### config.mk
export PLATFORM = sky130hd
export DESIGN_NAME = vaca_arbiter
export DESIGN_NICKNAME = d
export VERILOG_FILES = /design/src/verilog/vaca_pkg.sv /design/src/verilog/vaca_arbiter.sv
export SDC_FILE = /design/constraint.sdc
export NUM_CORES = 1
export LEC_CHECK = 0
export ABC_AREA = 0
export BUFFER_PORTS_ARGS = -buffer_cell sky130_fd_sc_hd__buf_2
export CORE_UTILIZATION = 48
export DETAILED_ROUTE_END_ITERATION = 12
export PLACE_DENSITY_LB_ADDON = 0.08
export SYNTH_ARGS = -nofsm -noshare
export SYNTH_HDL_FRONTEND = slang
export SYNTH_SLANG_ARGS = --single-unit
### constraint.sdc
create_clock -name sys_clk -period 2.4 [get_ports sys_clk]
set_input_delay 0.12 -clock sys_clk [delete_from_list [all_inputs] [get_ports sys_clk]]
set_output_delay 0.12 -clock sys_clk [all_outputs]
set_load 0.1 [all_outputs]
### src/verilog/vaca_pkg.sv
// Package for the valve actuator command arbiter
// Assumes a single 100 MHz clock domain and synchronous inputs
package vaca_pkg;

    // ------------------------------------------------------------
    // Command word layout
    // ------------------------------------------------------------
    localparam int CMD_W         = 16;
    localparam int CMD_STOP_BIT  = 0;
    localparam int CMD_CLOSE_BIT = 1;
    localparam int CMD_OPEN_BIT  = 2;
    localparam int CMD_ESD_BIT   = 3;
    localparam int CMD_POS_BIT   = 4;
    localparam int CMD_PST_BIT   = 5;
    localparam int CMD_DEF_W     = 6;

    // ------------------------------------------------------------
    // Position demand and relays
    // ------------------------------------------------------------
    localparam int          POS_W     = 16;
    localparam logic [15:0] POS_MIN   = 16'h0000;
    localparam logic [15:0] POS_MAX   = 16'h03E8;
    localparam int          RELAY_N   = 4;

    // Motion the arbiter asks of the motor drive
    typedef enum logic [2:0] {
        ACT_IDLE  = 3'b000,
        ACT_CLOSE = 3'b001,
        ACT_OPEN  = 3'b010,
        ACT_ESD   = 3'b011,
        ACT_POS   = 3'b100,
        ACT_PST   = 3'b101
    } vaca_act_e;

    // Hard-wired inputs grouped
    typedef struct packed {
        logic open;
        logic close;
        logic stopClosed;   // High while stop contact is closed
        logic emergency_shutdown;
        logic maintain;     // High when command is maintained style
    } vaca_hw_s;

    // Decoded action driven out
    typedef struct packed {
        vaca_act_e   act;
        logic [15:0] target;
    } vaca_drive_s;

endpackage

### src/verilog/vaca_arbiter.sv
// Command decode and priority arbitration for a valve actuator
// Assumes cyclic writes arrive as one-cycle strobes with data
`timescale 1ns/100ps
`default_nettype none

module vaca_arbiter
    import vaca_pkg::*;
(
    input  wire logic                       sys_clk,      // 100 MHz clock
    input  wire logic                       rst,          // Async reset
    input  wire logic                       cmdWrite,     // Command word strobe
    input  wire logic [vaca_pkg::CMD_W-1:0] actuatorCommandWord, // Command
    input  wire logic                       posWrite,     // Demand word strobe
    input  wire logic [vaca_pkg::POS_W-1:0] positionDemandWord, // Demand
    input  wire logic                       relayWrite,   // Relay strobe
    input  wire logic [vaca_pkg::RELAY_N-1:0] relayCmd,   // Relay bits
    input  wire vaca_pkg::vaca_hw_s         hwIn,         // Hard-wired inputs
    input  wire logic                       hwEnable,     // Auxiliary mask
    input  wire logic                       selRemote,    // Selector remote
    input  wire logic                       selLocalStop, // Selector local stop
    input  wire logic                       cfgEsdDisable, // Esd input disables
    input  wire logic                       cfgEsdOverStop, // Esd over stop
    input  wire logic                       cfgLimitRange, // Limited range
    input  wire logic                       cfgPstFromOpen, // Stroke start end
    input  wire logic                       atOpen,       // Open limit
    input  wire logic                       atClosed,     // Closed limit
    input  wire logic                       pstDone,      // Stroke finished
    output logic                            contention,   // Contention flag
    output vaca_pkg::vaca_drive_s           drive,        // Drive request
    output logic [vaca_pkg::RELAY_N-1:0]    relayOut,     // Relay coils
    output logic                            netDisabled   // Network disabled
);

    // ------------------------------------------------------------
    // Decode
    // ------------------------------------------------------------
    // Count set defined bits
    function automatic logic [2:0] bitCount(input logic [CMD_DEF_W-1:0] v);
        logic [2:0] n;
        n = 3'b000;
        for (int i = 0; i < CMD_DEF_W; i++) begin
            n = n + {2'b00, v[i]};
        end
        return n;
    endfunction

    logic [CMD_DEF_W-1:0] defBits;
    logic [2:0]           nBits;
    logic                 cmdOne;
    logic                 cmdMulti;
    assign defBits  = actuatorCommandWord[CMD_DEF_W-1:0];
    assign nBits    = bitCount(defBits);
    assign cmdOne   = cmdWrite && (nBits == 3'b001);
    assign cmdMulti = cmdWrite && (nBits > 3'b001);

    logic hwEsdAct;
    logic netBlock;
    assign hwEsdAct = hwEnable && hwIn.emergency_shutdown && !cfgEsdDisable;
    assign netBlock = hwIn.emergency_shutdown && cfgEsdDisable;

    // ------------------------------------------------------------
    // Network command latch
    // ------------------------------------------------------------
    vaca_act_e   netAct_q;
    vaca_act_e   netAct_d;
    logic        netEsd_q;
    logic [15:0] demand_q;
    logic        hwLatch_q;   // Maintained hard-wired in force
    logic        stopPrev_q;
    vaca_act_e   hwAct_q;
    logic        netNew;
    logic        netStop;

    assign netNew  = cmdOne && !netBlock;
    assign netStop = netNew && defBits[CMD_STOP_BIT];

    // Hard-wired stop edge and open/close command levels
    logic stopEdge;
    logic hwOpenCmd;
    logic hwCloseCmd;
    assign stopEdge   = hwEnable && stopPrev_q && !hwIn.stopClosed;
    assign hwOpenCmd  = hwEnable && hwIn.open;
    assign hwCloseCmd = hwEnable && hwIn.close;

    // start end judged when the command arrives
    logic pstOk;
    assign pstOk = cfgPstFromOpen ? atOpen : atClosed;

    always_comb begin
        netAct_d = netAct_q;
        if (netNew) begin
            unique case (1'b1)
                defBits[CMD_CLOSE_BIT]: netAct_d = ACT_CLOSE;
                defBits[CMD_OPEN_BIT]:  netAct_d = ACT_OPEN;
                defBits[CMD_ESD_BIT]:   netAct_d = ACT_ESD;
                defBits[CMD_POS_BIT]:   netAct_d = ACT_POS;
                defBits[CMD_PST_BIT]:   netAct_d = pstOk ? ACT_PST : ACT_IDLE;
                default:                netAct_d = ACT_IDLE;
            endcase
        // stop edge, or pstDone during a partial stroke, ends the network action
        end else if (stopEdge || (netAct_q == ACT_PST && pstDone)) begin
            netAct_d = ACT_IDLE;
        end
    end

    // Network and hard-wired state registers
    always_ff @(posedge sys_clk or posedge rst) begin
        if (rst) begin
            netAct_q   <= ACT_IDLE;
            netEsd_q   <= 1'b0;
            demand_q   <= POS_MIN;
            hwLatch_q  <= 1'b0;
            stopPrev_q <= 1'b0;
            hwAct_q    <= ACT_IDLE;
        end else begin
            netAct_q   <= netAct_d;
            stopPrev_q <= hwIn.stopClosed;
            if (netNew) begin
                netEsd_q <= defBits[CMD_ESD_BIT];
            end
            if (posWrite) begin
                demand_q <= (positionDemandWord > POS_MAX) ?
                            POS_MAX : positionDemandWord;
            end
            // later network command ends maintained one
            if (hwOpenCmd || hwCloseCmd) begin
                hwLatch_q <= 1'b1;
                hwAct_q   <= hwOpenCmd ? ACT_OPEN : ACT_CLOSE;
            end else if (netNew || stopEdge) begin
                hwLatch_q <= 1'b0;
                hwAct_q   <= ACT_IDLE;
            end
        end
    end

    // ------------------------------------------------------------
    // Arbitration
    // ------------------------------------------------------------
    logic      standing;
    logic      maintained;
    logic      esdAllowed;
    logic      remoteOk;
    vaca_act_e netEff;
    vaca_act_e hwEff;
    vaca_act_e arb;
    logic [15:0] tgt;

    assign remoteOk   = selRemote && !netBlock;
    // emergency in local, stop by config
    assign esdAllowed = !selLocalStop || cfgEsdOverStop;
    assign standing   = (hwOpenCmd || hwCloseCmd) && !hwIn.maintain;
    assign maintained = hwLatch_q && hwIn.maintain;
    assign hwEff      = hwOpenCmd ? ACT_OPEN :
                        hwCloseCmd ? ACT_CLOSE : hwAct_q;

    logic posClose;
    logic posOpen;
    assign posClose = (demand_q == POS_MIN);
    assign posOpen  = (demand_q == POS_MAX);

    always_comb begin
        netEff = netAct_q;
        tgt    = demand_q;
        if (netAct_q == ACT_POS) begin
            if (!cfgLimitRange && posClose) begin
                netEff = ACT_CLOSE;
            end else if (!cfgLimitRange && posOpen) begin
                netEff = ACT_OPEN;
            end else if (cfgLimitRange &&
                         ((posClose && atClosed) ||
                          (posOpen && atOpen))) begin
                netEff = ACT_IDLE;
            end
        end
    end

    always_comb begin
        if ((netEsd_q && !netBlock) || hwEsdAct) begin
            arb = esdAllowed ? ACT_ESD : ACT_IDLE;
        end else if (!remoteOk && !selRemote) begin
            arb = ACT_IDLE;
        end else if (standing || (maintained && !netNew)) begin
            arb = hwEff;
        end else if (!selRemote) begin
            arb = ACT_IDLE;
        end else begin
            arb = netEff;
        end
    end

    // ------------------------------------------------------------
    // Outputs and relays
    // ------------------------------------------------------------
    // relays cleared on power return
    always_ff @(posedge sys_clk or posedge rst) begin
        if (rst) begin
            relayOut    <= '0;
            contention  <= 1'b0;
            drive       <= '{act: ACT_IDLE, target: POS_MIN};
            netDisabled <= 1'b0;
        end else begin
            if (relayWrite) begin
                relayOut <= relayCmd;
            end
            // contention flag, cleared by good write
            if (cmdMulti) begin
                contention <= 1'b1;
            end else if (cmdOne) begin
                contention <= 1'b0;
            end
            if (stopEdge && arb != ACT_ESD) begin
                drive <= '{act: ACT_IDLE, target: tgt};
            end else begin
                drive <= '{act: arb, target: tgt};
            end
            netDisabled <= netBlock;
        end
    end

    // ------------------------------------------------------------
    // Checks
    // ------------------------------------------------------------
    // discarded write
    chk_multi_discard: assert property (
        @(posedge sys_clk) disable iff (rst)
        (cmdMulti && !stopEdge && !pstDone) |=>
            netAct_q == $past(netAct_q))
        else $error("multi-bit command changed action");
    chk_contention_flag: assert property (
        @(posedge sys_clk) disable iff (rst)
        cmdMulti |=> contention)
        else $error("contention not flagged");
    chk_esd_latch: assert property (
        @(posedge sys_clk) disable iff (rst)
        (netNew && defBits[CMD_ESD_BIT]) |=> netEsd_q)
        else $error("network emergency not latched");
    chk_esd_release: assert property (
        @(posedge sys_clk) disable iff (rst)
        netStop |=> !netEsd_q)
        else $error("stop did not release emergency");
    chk_esd_priority: assert property (
        @(posedge sys_clk) disable iff (rst)
        (hwEsdAct && !selLocalStop && !stopEdge) |=> drive.act == ACT_ESD)
        else $error("emergency not driven");
    chk_local_idle: assert property (
        @(posedge sys_clk) disable iff (rst)
        (!selRemote && !netEsd_q && !hwEsdAct) |=> drive.act == ACT_IDLE)
        else $error("moved while not remote");
    chk_zero_close: assert property (
        @(posedge sys_clk) disable iff (rst)
        (arb == ACT_POS) |-> !(posClose && !cfgLimitRange))
        else $error("zero demand not closed");
    chk_relay_reset: assert property (
        @(posedge sys_clk)
        $rose(!rst) |-> relayOut == '0)
        else $error("relays not cleared after reset");
    chk_stop_edge: assert property (
        @(posedge sys_clk) disable iff (rst)
        (stopEdge && arb != ACT_ESD) |=> drive.act == ACT_IDLE)
        else $error("stop edge ignored");
    chk_pst_start: assert property (
        @(posedge sys_clk) disable iff (rst)
        (netNew && defBits[CMD_PST_BIT] && !pstOk) |=> netAct_q == ACT_IDLE)
        else $error("stroke started off end");

    cov_esd:  cover property (@(posedge sys_clk) drive.act == ACT_ESD);
    cov_pos:  cover property (@(posedge sys_clk) drive.act == ACT_POS);
    cov_cont: cover property (@(posedge sys_clk) cmdMulti);
    cov_pst:  cover property (@(posedge sys_clk) drive.act == ACT_PST);

endmodule

`default_nettype wire

==> run_results.csv <==
group,metric,value,unit
power,clock_power_share,26.8,%
finish,syn_to_final_growth,30.6,%
clock_network,cts_max_level,2,
sta,fin_ws,-0.400,ns
grt,overflow,0,
floorplanning,floorplan.initialDensity,51.7,%
drt,drt-wirelength-per-cell,13.7,microns
power,p_comb_share,30.0,%
critical_path,critPathMaxFanout,4,
clock_network,clock_path_buffers,2,
grt,grt_pass1_wl,7090,microns
yosys,yosys.cell_types.count,47,
critical_path,crit_path_end_kind,"flop",
clock_network,cts_tree,"done",
drt,num_vias,1660,
drt,drtIter0Drc,51,
sta,rsz0062_at_grt,"yes",
sta,fin_setup_tns,-1.24,ns
finish,layout.nets,329,
hold_path,hp-start,"positionDemandWord[4]",
sta,slew_headroom,64.6,%
drt,firstDrtPassIters,4,
power,peakVddDrop,0.494,mV
floorplanning,io_pins,81,
clock_network,clk_pin_slew,0.09,ns
power,powerDensity,781,nW/um^2
hold_path,min_path_cells,2,
placement,post-dp-hpwl,3350,microns
yosys,synth_nets,243,
power,internal_power,1.43,mW
power,switchingPower,756,uW
placement,place_area,2610,sq um
placement,dp_slack,-0.832,ns
finish,post-route-cell-area,2800,sq um
hold_path,hold_end,"demand_q[4]",
sta,fin_hold_ws,0.0432,ns
finish,drive_above_1_share,44.8,%
critical_path,reg2reg_depth,5,
finish,layout_commonest_cell,"buf_2",
critical_path,reg2reg_from,"demand_q[1]",
sta,fmax,0.357,GHz
yosys,syn_inst,183,
critical_path,reg2reg_slack,0.53,ns
yosys,yosysTopAreaCellShare,57.2,%
critical_path,crit_chain,"buf_8 > inv_8 > fa_1 > fa_1 > inv_1 > ha_2 > inv_2 > fa_2 > nand4_4 > nor2_8 > o22ai_4 > or4_4 > o2111a_1",
clock_network,cts_root_buf,"clkbuf_8",
critical_path,cp.arrival,2.99,ns
sta,fin_crit_sh,117,%
run,maxCapViolCount,0,
floorplanning,coreArea,4140,sq um
sta,slew_violations,0,
finish,fin_util,67.6,%
placement,portBuffers,70,
power,p_leak,1.38,nW
sta,min_period,2.80,ns
finish,diodes,0,
floorplanning,dieArea,4740,sq um
finish,most-common-layout-cells,"buf_2, dfrtp_1, nor2_1",
floorplanning,fp.dieW,68.8,microns
yosys,async_flop_share,100,%
run_status,outcome,"complete, but fails checks",
critical_path,r2r_end,"drive[16]",
power,seq_power_share,43.2,%
yosys,netlist_area,2140,sq um
power,switching_share,34.6,%
yosys,avgSynthCellArea,11.7,sq um
sta,skew,0.00618,ns
placement,dp.cells,308,
hold_path,hold_class,"input port to flop",
yosys,synth_edf_count,0,
clock_network,clk_latency,0.30,ns
run_status,failed_checks,"negative setup slack",
drt,drc,0,
critical_path,crit_slowest_cell,"fa_2",
sta,setup_viol,6,
yosys,synth-seq-cells,49,
sta,hold_viol,0,
yosys,synthTopCellsByArea,"dfrtp_1, fa_1, nor2_1",
sta,worstMarginPinSlew,0.526,ns
yosys,ys_seq_area_share,57.2,%
grt,grt_start_max_net_pins,23,
yosys,yosys_most_used_dff,"dfrtp_1",
drt,wl,4390,microns
floorplanning,die_h,68.8,microns
clock_network,cts_made_buffers,5,
floorplanning,rows,23,
clock_network,cts_sinks,49,
drt,ant_nets,0,
critical_path,worst_path_most_repeated_cell,"fa_1",
critical_path,start_kind,"input port",
finish,filler_cell_count,326,
grt,antenna_found_initial,0,
placement,gp_congestion,0.821,
grt,grt_pass1_vias,1604,
drt,vias_per_cell,5.19,
grt,grtUsageTotal,20.8,%
critical_path,cp_slowest_stage_delay,0.55,ns
power,power,2.19,mW
critical_path,crit_required,2.59,ns
yosys,yosys_warnings,0,
yosys,synth_top_area_cell,"dfrtp_1",
critical_path,critPathKind,"input port to flop",
finish,final_cells,320,
-- cell families (layout without fill, tap and decap cells) --
kind of cell	after synthesis	in the layout	synth area share, %
fa+ha+maj	4	4	3.39
flops	49	49	57.2
mux	6	6	3.09
simple gates	71	71	20.1
buf+inv	17	104	3.50
compound gates	36	36	12.7
-- worst max path at each step --
stage               cells past startpoint                    from        end
detailed placement                     13  actuatorCommandWord[0]  drive[17]
global route                           13  actuatorCommandWord[0]  drive[17]
finish                                 13  actuatorCommandWord[0]  drive[17]
floorplan                              12  actuatorCommandWord[0]  drive[17]
CTS                                    13  actuatorCommandWord[0]  drive[17]
global placement                       13  actuatorCommandWord[0]  drive[17]
-- per-layer routing --
layer  global-route usage (%)  vias up  wire [microns]
met5                        0        -               0
met4                     10.7        0              96
met3                     3.62       10             221
met2                     35.0       51            2120
met1                     25.7      783            1950
li1                         -      816               -
-- repair_timing --
action,in CTS,in global routing
gates resized for setup,7,9
setup buffers,0,2
hold buffers,2,0
setup endpoints to repair,10,9
hold endpoints to repair,10,0
cloned,0,0
pin swaps,5,1
-- cell usage after synthesis, types with 4 or more instances --
cell     instances
a21oi_1          9
o21ai_0          9
nor3_1           5
a22o_1           4
mux2_2           5
inv_1           14
nor4_1           4
nor2b_1          8
nand2_1         13
nor2_1          16
dfrtp_1         49
-- critical path, delay by kind of cell --
kind | cells | cell delay, ns
and+or+nand+nor | 3 | 0.68
buffers and inverters | 4 | 0.21
AOI/OAI and AO/OA | 2 | 0.33
adders and majority gates | 4 | 1.65
-- cell type report --
type / instances / area [sq um] / share of cell area [%]
sequential: 49 / 1230 / 43.8
clock inverter: 3 / 43.8 / 1.56
clock buffer: 5 / 68.8 / 2.46
timing repair buffer: 82 / 465 / 16.6
multi-input combinational: 117 / 873 / 31.2
tap: 50 / 62.6 / 2.23
inverter: 14 / 60.1 / 2.14
-- power groups by stage --
stage | sequential (mW) | combinational, mW | clock, mW
2_1_floorplan | 1.17 | 0.269 | 0
3_3_place_gp | 0.956 | 0.620 | 0
3_5_place_dp | 0.959 | 0.628 | 0
4_1_cts | 0.943 | 0.642 | 0.598
5_1_grt | 0.959 | 0.706 | 0.637
6_report | 0.944 | 0.655 | 0.587
-- flip-flops by register name, indices dropped and copies added, names as in the netlist --
name,count
drive,19
demand_q,16
relayOut,4
netAct_q,3
hwAct_q,2
contention,1
hwLatch_q,1
netDisabled,1
netEsd_q,1
stopPrev_q,1
No activity file was read; power rests on OpenSTA's default activity.
